### src/anmc_map.vh
// Register map, strap codes and timing macros for the mode config block
`ifndef ANMC_MAP_VH
`define ANMC_MAP_VH
// Register indices, byte address is four times the index
`define ANMC_IDX_CTRL      6'h00
`define ANMC_IDX_ADV       6'h04
`define ANMC_IDX_PARTNER   6'h05
`define ANMC_IDX_STAT      6'h19
// Control fields
`define ANMC_CTRL_SWRST    15
`define ANMC_CTRL_SPEED    13
`define ANMC_CTRL_AN_EN    12
`define ANMC_CTRL_RESTART  9
`define ANMC_CTRL_DUPLEX   8
`define ANMC_CTRL_RST      16'h3000
`define ANMC_CTRL_WMASK    16'h3100
// Status fields
`define ANMC_STAT_AN       10
`define ANMC_STAT_FD       7
`define ANMC_STAT_S10      6
// Advertisement values
`define ANMC_ADV_10H       9'h021
`define ANMC_ADV_10F       9'h041
`define ANMC_ADV_100H      9'h081
`define ANMC_ADV_100F      9'h101
`define ANMC_ADV_ALL       9'h1e1
`define ANMC_ADV_100HF     9'h181
`define ANMC_ADV_100F10F   9'h141
`define ANMC_ADV_100H10H   9'h0a1
`define ANMC_ADV_10HF      9'h061
// Strap states
`define ANMC_S_L           2'h0
`define ANMC_S_H           2'h1
`define ANMC_S_M           2'h2
`define ANMC_S_C           2'h3
// Timing
`define ANMC_CLK_PERIOD_NS 4
`define ANMC_STRAP_WIN_NS  256
`define ANMC_CLK_EDGES     4'h4
`endif

### src/anmc_top.v
// Strap decode, mode control registers and operating mode resolution
`timescale 1ns/100ps
`include "anmc_map.vh"

module anmc_top (
   input  wire        pclk,           // APB clock, 250 MHz
   input  wire        presetn,        // Async reset, active low
   input  wire        psel,           // APB select
   input  wire        penable,        // APB enable
   input  wire [7:0]  paddr,          // APB byte address
   input  wire        pwrite,         // APB write
   input  wire [31:0] pwdata,         // APB write data
   output reg  [31:0] prdata,         // APB read data
   output reg         pready,         // APB ready
   output reg         pslverr,        // APB error, unmapped address
   input  wire        strap_low_a,    // Low strap, upper comparator
   input  wire        strap_low_b,    // Low strap, lower comparator
   input  wire        strap_high_a,   // High strap, upper comparator
   input  wire        strap_high_b,   // High strap, lower comparator
   input  wire        neg_done,       // Negotiation complete level
   input  wire [15:0] partner_word,   // Received partner abilities
   output reg  [15:0] ability_advertisement, // Word for link bursts
   output reg         flp_enable,     // Send link bursts
   output reg         an_restart,     // Restart pulse to negotiation
   output reg         op_speed100,    // Operating speed is 100 Mb/s
   output reg         op_full_duplex, // Operating duplex is full
   output reg         strap_valid     // Straps captured
);

   localparam integer WIN_CYC =
      (`ANMC_STRAP_WIN_NS + `ANMC_CLK_PERIOD_NS - 1) / `ANMC_CLK_PERIOD_NS - 1;
   localparam [7:0] WIN_LAST = WIN_CYC[7:0];

   // ----------------------------------------
   // Functions
   // ----------------------------------------
   function [1:0] strap_state;
      input       a;
      input       b;
      input [3:0] edges;
      begin
         if (edges >= `ANMC_CLK_EDGES)
            strap_state = `ANMC_S_C;
         else if (a & b)
            strap_state = `ANMC_S_H;
         else if (b)
            strap_state = `ANMC_S_M;
         else
            strap_state = `ANMC_S_L;
      end
   endfunction

   // Returns {an_enable, speed10, full_duplex, adv[8:0]}
   function [11:0] strap_cfg;
      input [1:0] hi;
      input [1:0] lo;
      begin
         case ({hi, lo})
            {`ANMC_S_L, `ANMC_S_M}: strap_cfg = {3'h2, `ANMC_ADV_10H};
            {`ANMC_S_H, `ANMC_S_M}: strap_cfg = {3'h3, `ANMC_ADV_10F};
            {`ANMC_S_M, `ANMC_S_L}: strap_cfg = {3'h0, `ANMC_ADV_100H};
            {`ANMC_S_M, `ANMC_S_H}: strap_cfg = {3'h1, `ANMC_ADV_100F};
            {`ANMC_S_C, `ANMC_S_M}: strap_cfg = {3'h1, `ANMC_ADV_100HF};
            {`ANMC_S_M, `ANMC_S_C}: strap_cfg = {3'h1, `ANMC_ADV_100F10F};
            {`ANMC_S_C, `ANMC_S_C}: strap_cfg = {3'h0, `ANMC_ADV_100H10H};
            {`ANMC_S_M, `ANMC_S_M}: strap_cfg = {3'h4, `ANMC_ADV_ALL};
            {`ANMC_S_L, `ANMC_S_L}: strap_cfg = {3'h4, `ANMC_ADV_10H};
            {`ANMC_S_L, `ANMC_S_H}: strap_cfg = {3'h4, `ANMC_ADV_10F};
            {`ANMC_S_H, `ANMC_S_L}: strap_cfg = {3'h4, `ANMC_ADV_100H};
            {`ANMC_S_H, `ANMC_S_H}: strap_cfg = {3'h4, `ANMC_ADV_100F};
            {`ANMC_S_C, `ANMC_S_H}: strap_cfg = {3'h4, `ANMC_ADV_100F10F};
            {`ANMC_S_C, `ANMC_S_L}: strap_cfg = {3'h4, `ANMC_ADV_100H10H};
            {`ANMC_S_H, `ANMC_S_C}: strap_cfg = {3'h4, `ANMC_ADV_100HF};
            {`ANMC_S_L, `ANMC_S_C}: strap_cfg = {3'h4, `ANMC_ADV_10HF};
            default:                strap_cfg = {3'h4, `ANMC_ADV_ALL};
         endcase
      end
   endfunction

   // Returns {valid, speed100, full_duplex}
   function [2:0] resolve;
      input [3:0] common;
      begin
         if (common[3])
            resolve = 3'h7;
         else if (common[2])
            resolve = 3'h6;
         else if (common[1])
            resolve = 3'h5;
         else if (common[0])
            resolve = 3'h4;
         else
            resolve = 3'h0;
      end
   endfunction

   // Returns {hit, register code}
   function [2:0] reg_sel;
      input [7:0] addr;
      begin
         if (addr[1:0] != 2'h0)
            reg_sel = 3'h0;
         else begin
            case (addr[7:2])
               `ANMC_IDX_CTRL:    reg_sel = 3'h4;
               `ANMC_IDX_ADV:     reg_sel = 3'h5;
               `ANMC_IDX_PARTNER: reg_sel = 3'h6;
               `ANMC_IDX_STAT:    reg_sel = 3'h7;
               default:           reg_sel = 3'h0;
            endcase
         end
      end
   endfunction

   // ----------------------------------------
   // Strap synchronisers and clock detect
   // ----------------------------------------
   reg  [3:0]  sync1;
   reg  [3:0]  sync2;
   reg  [3:0]  sync3;
   reg  [3:0]  edges_lo;
   reg  [3:0]  edges_hi;
   reg  [7:0]  win_cnt;
   reg  [15:0] basic_mode_control;
   reg  [15:0] partner_ability;
   reg         override;
   reg         cfg_hold_s10;
   reg         cfg_hold_fd;
   reg         res_valid;
   reg         res_s100;
   reg         res_fd;
   reg         next_an;
   reg         next_s100;
   reg         next_fd;
   reg  [31:0] next_rd;

   wire [3:0]  strap_in = {strap_high_b, strap_high_a, strap_low_b, strap_low_a};
   wire        edge_lo  = sync2[0] ^ sync3[0];
   wire        edge_hi  = sync2[2] ^ sync3[2];
   wire [1:0]  st_lo    = strap_state(sync2[0], sync2[1], edges_lo);
   wire [1:0]  st_hi    = strap_state(sync2[2], sync2[3], edges_hi);
   wire [11:0] cfg_now  = strap_cfg(st_hi, st_lo);
   wire        strap_load = ~strap_valid & (win_cnt == WIN_LAST);
   wire        acc      = psel & penable;
   wire [2:0]  sel      = reg_sel(paddr);
   wire        wr_now   = acc & pready & pwrite;

   always @(posedge pclk or negedge presetn) begin
      if (!presetn) begin
         sync1 <= 4'h0;
         sync2 <= 4'h0;
         sync3 <= 4'h0;
      end else begin
         sync1 <= strap_in;
         sync2 <= sync1;
         sync3 <= sync2;
      end
   end

   // Observation window after release, then frozen until next reset
   always @(posedge pclk or negedge presetn) begin
      if (!presetn) begin
         win_cnt     <= 8'h00;
         edges_lo    <= 4'h0;
         edges_hi    <= 4'h0;
         strap_valid <= 1'b0;
      end else if (!strap_valid) begin
         win_cnt <= win_cnt + 8'h01;
         if (edge_lo && edges_lo != 4'hf)
            edges_lo <= edges_lo + 4'h1;
         if (edge_hi && edges_hi != 4'hf)
            edges_hi <= edges_hi + 4'h1;
         if (strap_load)
            strap_valid <= 1'b1;
      end
   end

   // ----------------------------------------
   // Operating mode
   // ----------------------------------------
   always @* begin
      if (override) begin
         next_an   = 1'b0;
         next_s100 = ~cfg_hold_s10;
         next_fd   = cfg_hold_fd;
      end else if (basic_mode_control[`ANMC_CTRL_AN_EN]) begin
         next_an   = 1'b1;
         next_s100 = res_valid & res_s100;
         next_fd   = res_valid & res_fd;
      end else begin
         next_an   = 1'b0;
         next_s100 = basic_mode_control[`ANMC_CTRL_SPEED];
         next_fd   = basic_mode_control[`ANMC_CTRL_DUPLEX];
      end
   end

   always @* begin
      next_rd = 32'h0000_0000;
      case (sel)
         3'h4: next_rd = {16'h0000, basic_mode_control};
         3'h5: next_rd = {16'h0000, ability_advertisement};
         3'h6: next_rd = {16'h0000, partner_ability};
         3'h7: begin
            next_rd[`ANMC_STAT_AN]  = flp_enable;
            next_rd[`ANMC_STAT_FD]  = op_full_duplex;
            next_rd[`ANMC_STAT_S10] = ~op_speed100;
         end
         default: next_rd = 32'h0000_0000;
      endcase
   end

   // ----------------------------------------
   // Registers and APB slave
   // ----------------------------------------
   always @(posedge pclk or negedge presetn) begin
      if (!presetn) begin
         basic_mode_control    <= `ANMC_CTRL_RST;
         ability_advertisement <= {7'h00, `ANMC_ADV_ALL};
         partner_ability       <= 16'h0000;
         override              <= 1'b0;
         cfg_hold_s10          <= 1'b0;
         cfg_hold_fd           <= 1'b0;
         res_valid             <= 1'b0;
         res_s100              <= 1'b0;
         res_fd                <= 1'b0;
         an_restart            <= 1'b0;
         prdata                <= 32'h0000_0000;
         pready                <= 1'b0;
         pslverr               <= 1'b0;
         flp_enable            <= 1'b0;
         op_speed100           <= 1'b0;
         op_full_duplex        <= 1'b0;
      end else begin
         an_restart <= 1'b0;
         pready     <= 1'b0;
         pslverr    <= 1'b0;
         if (acc && !pready && strap_valid) begin
            pready  <= 1'b1;
            pslverr <= ~sel[2];
            prdata  <= next_rd;
         end
         if (wr_now && sel == 3'h4) begin
            if (pwdata[`ANMC_CTRL_SWRST]) begin
               basic_mode_control    <= `ANMC_CTRL_RST;
               ability_advertisement <= {7'h00, `ANMC_ADV_ALL};
               partner_ability       <= 16'h0000;
               override              <= 1'b0;
               res_valid             <= 1'b0;
            end else begin
               basic_mode_control <= pwdata[15:0] & `ANMC_CTRL_WMASK;
               if (!pwdata[`ANMC_CTRL_AN_EN])
                  override <= 1'b0;
               if (pwdata[`ANMC_CTRL_RESTART]) begin
                  an_restart <= 1'b1;
                  res_valid  <= 1'b0;
               end
            end
         end
         if (wr_now && sel == 3'h5)
            ability_advertisement <= pwdata[15:0];
         if (strap_load) begin
            ability_advertisement <= {7'h00, cfg_now[8:0]};
            override              <= ~cfg_now[11];
            cfg_hold_s10          <= cfg_now[10];
            cfg_hold_fd           <= cfg_now[9];
         end
         // Completion set placed last so it wins over a same-cycle clear
         if (neg_done && basic_mode_control[`ANMC_CTRL_AN_EN] && !override) begin
            partner_ability <= partner_word;
            {res_valid, res_s100, res_fd} <=
               resolve(ability_advertisement[8:5] & partner_word[8:5]);
         end
         flp_enable     <= next_an;
         op_speed100    <= next_s100;
         op_full_duplex <= next_fd;
      end
   end

endmodule // anmc_top

### config.mk
export PLATFORM = sky130hd
export DESIGN_NAME = anmc_top
export DESIGN_NICKNAME = d
export VERILOG_FILES = /design/src/anmc_top.v
export VERILOG_INCLUDE_DIRS = /design/src
export SDC_FILE = /design/constraint.sdc
export NUM_CORES = 1
export LEC_CHECK = 0
export BUFFER_PORTS_ARGS = -buffer_cell sky130_fd_sc_hd__buf_2
export CAP_MARGIN = 20
export CORE_ASPECT_RATIO = 1.5
export CORE_UTILIZATION = 50
export DETAILED_ROUTE_END_ITERATION = 12
export GPL_ROUTABILITY_DRIVEN = 0
export PLACE_DENSITY_LB_ADDON = 0.15
export SLEW_MARGIN = 0
export SYNTH_ARGS = -nofsm -noshare
export SYNTH_HDL_FRONTEND = slang
export SYNTH_SLANG_ARGS = --single-unit
### constraint.sdc
create_clock -name pclk -period 4.8 [get_ports pclk]
set_clock_uncertainty 0.05 [all_clocks]
set_input_delay 0.24 -clock pclk [delete_from_list [all_inputs] [get_ports pclk]]
set_output_delay 0.24 -clock pclk [all_outputs]
set_load 0.02 [all_outputs]
Yosys cells after proc, flatten, opt, wreduce, memory -nomap -nowiden
Memories as Yosys holds them, arrays and structs flattened.
Index checks and enable logic that the tools add are counted.
{"block": "op_classes", "n_addsub": 3, "n_bitwise": 16, "n_reduce_logical": 24, "n_lt_le_gt_ge": 2, "mux": 46, "n_eq_ne": 11}
{"operator": "two-way mux 16 bit", "n": 7}
{"operator": "two-way mux 1 bit", "n": 21}
{"operator": "case mux 6 bit (3 select lines)", "n": 1}
{"operator": "two-way mux 3 bit", "n": 5}
{"operator": "case mux 5 bit (3 select lines)", "n": 1}
{"operator": "two-way mux 14 bit", "n": 1}
{"operator": "== test 3 bit (second input constant)", "n": 4}
{"operator": "== test 6 x 3 -> 1 bit (second input constant)", "n": 2}
{"operator": "two-way mux 2 bit", "n": 6}
{"operator": "case mux 3 bit (4 select lines)", "n": 1}
{"operator": "AND reduction 2 bit", "n": 6}
{"operator": "nonzero test 3 bit", "n": 3}
{"operator": "adder 4 x 1 -> 4 bit (second input constant)", "n": 2}
{"operator": "adder 8 x 1 -> 8 bit (second input constant)", "n": 1}
{"operator": "bitwise AND 1 bit", "n": 8}
{"operator": "== test 8 x 6 -> 1 bit (second input constant)", "n": 1}
{"operator": ">= comparator 4 x 3 -> 1 bit (second input constant)", "n": 2}
{"operator": "logical AND 1 bit", "n": 8}
{"operator": "inequality test 4 bit (second input constant)", "n": 2}
{"operator": "case mux 2 bit (4 select lines)", "n": 1}
{"operator": "nonzero test 2 bit", "n": 4}
{"operator": "== test 6 x 5 -> 1 bit (second input constant)", "n": 1}
{"operator": "zero test 6 bit", "n": 1}
{"operator": "case mux 2 bit (3 select lines)", "n": 1}
{"operator": "other kinds (6)", "n": 12}
{"block": "totals", "mem_count": 1, "in_bits": 66, "regBits": 120, "mem_bits_ro": 112}
{"name": "(no name shown)", "depth": 16, "width": 7, "rd": 1, "rd_clocked_by_memory_dff": 0, "wr": 0, "line_no": "anmc_top.v:58", "rtl": "case ({hi, lo})"}

Logic depth before layout (Yosys ltp)
{"block": "depth", "word_depth": 8, "depth_mapped": 8}

Worst setup path before layout
OpenSTA, ideal clock, no wires.
{"block": "synth_timing", "path_kind": "register to register", "start": "register edges_lo[3]", "end": "register ability_advertisement[5]", "slack_ns": 2.768, "arrival_time_ns": 1.877, "path_stages_with_launch": 8, "synth_period_minus_slack_ns": 2.032, "path_cell_list": "dfrtp_1 > a211oi_1 > inv_1 > ha_1 > nor2_1 > a31oi_1 > a21o_1 > a222oi_1"}
{"block": "synth_via", "elab_chain_len": 4}
{"element": "start, declared", "line_no": "anmc_top.v:121", "rtl": "reg [3:0] edges_lo;"}
{"element": "start signal, assigned", "line_no": "anmc_top.v:170", "rtl": "edges_lo <= edges_lo + 4'h1;"}
{"element": ">= comparator 4 x 3 -> 1 bit (no line)"}
{"element": "two-way mux 2 bit", "line_no": "anmc_top.v:42", "rtl": "if (edges >= `ANMC_CLK_EDGES)"}
{"element": "memory read (16 x 7 bit)"}
{"element": "two-way mux 16 bit", "line_no": "anmc_top.v:261", "rtl": "if (strap_load) begin"}
{"element": "end signal, assigned", "line_no": "anmc_top.v:245", "rtl": "ability_advertisement <= {7'h00, `ANMC_ADV_ALL};"}
{"element": "end signal, assigned", "line_no": "anmc_top.v:260", "rtl": "ability_advertisement <= pwdata[15:0];"}
{"element": "end signal, assigned", "line_no": "anmc_top.v:262", "rtl": "ability_advertisement <= {7'h00, cfg_now[8:0]};"}
{"element": "end, declared", "line_no": "anmc_top.v:22", "rtl": "output reg [15:0] ability_advertisement,"}
Every way passes these cells.
A chain may end at the register's enable or synchronous reset.

Worst setup path in the final report
{"block": "layout_timing", "start": "register strap_valid", "end": "register prdata[9]"}
{"block": "layout_via", "elab_chain_len": 1}
{"element": "start, declared", "line_no": "anmc_top.v:27", "rtl": "output reg strap_valid"}
{"element": "start signal, assigned", "line_no": "anmc_top.v:166", "rtl": "strap_valid <= 1'b0;"}
{"element": "start signal, assigned", "line_no": "anmc_top.v:174", "rtl": "strap_valid <= 1'b1;"}
{"element": "logical AND 1 bit", "line_no": "anmc_top.v:237", "rtl": "if (acc && !pready && strap_valid) begin"}
{"element": "end signal, assigned", "line_no": "anmc_top.v:240", "rtl": "prdata <= next_rd;"}
{"element": "end, declared", "line_no": "anmc_top.v:13", "rtl": "output reg [31:0] prdata,"}
Every way passes these cells.

==> impl_results.md <==
- Sw frac: 25.4%
- CP max stage delay: 0.69 ns
- Hold Vio Cnt, Final: 0
- Gr usage total: 23.6%
- First-pass GRT wire length: 15400 um
- Crit. End Element: flop
- Slowest CP cell: inv_1
- Mapped Area: 4170 um^2
- Setup crit start kind: flop
- Synth warnings: 0
- Initial core utilization: 51.7%
- Via/cell ratio: 5.53
- DRC: 0
- Seq. cell area: 2260 um^2
- Setup CP Type: reg2reg
- Lkg Pwr: 2.62 nW
- Fraction of registers with async set or reset after synthesis: 100%
- Fmax: 0.320 GHz
- NetSw: 0.000468 W
- CP cell instances: nand4b_1 > inv_1 > o2111ai_1 > nor2_1 > a221o_1
- Required time of the critical path: 5.03 ns
- Die W: 76.5 um
- Hold Crit Class: in2reg
- Largest net degree at the start of global routing: 47
- Count of state elements after synthesis: 90
- I/O Pins: 121
- CTS Root Cell: clkbuf_16
- Core Region: 8060 um^2
- Core Rows: 40
- Share of power burned in registers: 45.9%
- Power Density: 370 nW/um^2
- Compound-Gate Fraction of Synth Area: 18.8%
- Number of flops mapped to enable cells by yosys: 0
- Diodes inserted: 0
- Slew headroom: 31.1%
- Ys flop type: dfrtp_1
- Layout cells sized above 1: 27.7%
- Status: complete, no violations
- Final nets: 526
- Antenna violations before repair: 0
- 1st-pass router iterations: 4
- Synth Area in XOR/XNOR: 2.94%
- Slew Limit Fails: 0
- P_int: 0.00137 W
- Vias: 3113
- Chip height: 114 um
- Largest family of logic cells by synthesized area: compound AO/OA/AOI/OAI gates
- Clock network fraction of total power: 41.5%
- RSZ-0062 raised after global routing: false
- CTS H-tree lvls: 3
- Wire per inst: 16.8 um
- Clk sink count: 90
- Vias in the first global route: 3147
- Comb power frac: 12.6%
- Synth cell types: 59
- Port bufs: 88
- Post-cts repair resize count: 0
- Max-cap violations: 0
- Post-DP HPWL: 6800 um
- Congestion Overflow GR: 0
- Final setup fails: 0
- Adder-Cell Fraction of Synth Area: 2.10%
- Crit-path leading delay family: simple AND/OR/NAND/NOR gates
- Clock slew at reported path FFs: 0.06 ns
- Gate Count Post-Synth: 366
- Worst Path Buf+Inv: 1
- Seq/Total Area, Yosys: 54.3%
- Die Area: 8710 um^2
- Post-route ant nets: 0
- Total CTS buffers: 9
- CP max FO: 21
- Area of the multi-input gates: 1690 um^2
- CTS tree: yes
- Max Root-Sink Buffers: 2
- IR drop worst, VDD: 0.269 mV
- Syn avg cell area: 11.4 um^2
- Simple-Gate Fraction of Synth Area: 12.5%
- Minimum clock period: 3.13 ns
- Fin crit share: 65.2%
- Worst skew pair latency: 0.34 ns
- Fill count: 681
- Slew at the pin closest to its max-slew limit: 1.03 ns
- Area grow syn2layout: 19.3%
- Mux cell area share after synthesis: 2.76%
- WL final: 9480 um
- Post-route cell area: 4970 um^2
- Setup TNS: 0 ns
- Worst endpoint data arrival time: 3.36 ns
- Area after DPL: 4590 um^2
- Starting DRT DRC Count: 151
==> final cells by class <==
class                   count  area share [%]
clock buffers              10            4.81
clock inverters             6            1.79
inverters                  17            1.28
multi-input cells         241            33.9
flip-flops and latches     90            45.5
well taps                 105            2.64
repair buffers             94            10.1
==> final timing paths <==
kind	cells past startpoint	to	slack, ns	from
min in group asynchronous	2	ability_advertisement[14]	0.38	presetn
max in group asynchronous	3	ability_advertisement[7]	3.34	presetn
setup / recovery	5	prdata[9]	1.67	strap_valid
hold / removal	3	ability_advertisement[0]	0.05	pwdata[0]
hold reg to reg	0	sync2[2]	0.30	sync1[2]
setup reg to reg	5	prdata[9]	1.67	strap_valid
==> sequential cells by signal (all words and copies together) (netlist names), 2 cells and up <==
register               cells
ability_advertisement     16
basic_mode_control         3
edges_hi                   4
edges_lo                   4
partner_ability           16
prdata                    16
sync1                      4
sync2                      4
sync3                      2
win_cnt                    8
==> layout by cell type, fill, tap and decap left out, types with 4 or more instances in the layout <==
master / n
mux2i_1: 7
inv_1: 17
dfrtp_1: 83
a32oi_1: 7
a22o_1: 27
nor2_1: 24
a21o_1: 7
buf_2: 87
a221oi_1: 4
nor2b_1: 5
conb_1: 16
mux2_2: 4
o21ai_0: 12
ha_1: 7
nand2_1: 27
dlygate4sd3_1: 5
o31ai_1: 5
a311oi_1: 6
xnor2_1: 11
nand3_1: 5
clkbuf_16: 9
nand4_1: 4
a21oi_1: 12
dfstp_2: 7
==> power groups by stage <==
stage	clock (W)	combinational, W	sequential (W)
3_5_place_dp	0	0.000230	0.000859
3_3_place_gp	0	0.000222	0.000855
5_1_grt	0.000804	0.000262	0.000851
6_report	0.000762	0.000232	0.000844
4_1_cts	0.000777	0.000235	0.000845
2_1_floorplan	0	0.000171	0.000845
==> cells by family (layout without fill, tap and decap cells) <==
kind of cell / Yosys count / in the layout
mux: 11 / 11
buf+inv: 50 / 127
compound gates: 102 / 102
fa+ha+maj: 7 / 7
other cells: 1 / 16
xor+xnor: 14 / 14
flops: 90 / 90
simple gates: 91 / 91
==> synthesized netlist by cell type (6+ instances only) <==
master    number  area (um^2)
a21o_1         7         52.6
clkbuf_1       6         22.5
a311oi_1       6         52.6
xnor2_1       11         96.3
o21ai_0       12         60.1
dfstp_2        7          184
inv_1         17         63.8
mux2i_1        7         70.1
a22o_1        27          236
buf_4         17          128
a21oi_1       12         60.1
dfrtp_1       83         2080
a32oi_1        7         61.3
nor2_1        24         90.1
nand2_1       27          101
buf_2          7         35.0
ha_1           7         87.6
==> stage by stage <==
step / hold WS (ns) / total power [W] / util (%) / cells / worst slack, ns
2_1_floorplan: -0.106 / 0.00102 / - / 381 / 2.77
3_3_place_gp: 0.222 / 0.00108 / 57.0 / 542 / 1.68
3_5_place_dp: 0.219 / 0.00109 / 57.0 / 542 / 1.62
4_1_cts: 0.0395 / 0.00186 / 61.7 / 563 / 1.60
5_1_grt: 0.0651 / 0.00192 / 61.7 / 563 / 1.37
6_report: 0.0494 / 0.00184 / 61.7 / 563 / 1.67
==> tightest hold or removal path: cells and delay by family <==
kind            cells  cell delay (ns)
buf+inv             2             0.14
compound gates      1             0.06
==> repair_timing <==
action                                  in CTS  in global routing
hold endpoints to repair                    45                  0
hold buffers                                 5                  0
endpoints found under the setup margin       0                  0
setup buffers                                0                  0
==> per-layer routing <==
metal | global-route usage (%) | vias to the layer above | wire length [um]
li1 | - | 1474 | -
met1 | 26.5 | 1536 | 3880
met2 | 41.6 | 81 | 4940
met3 | 4.08 | 22 | 298
met4 | 14.5 | 0 | 359
met5 | 0 | - | 0
Power figures use the tool's default switching activity.
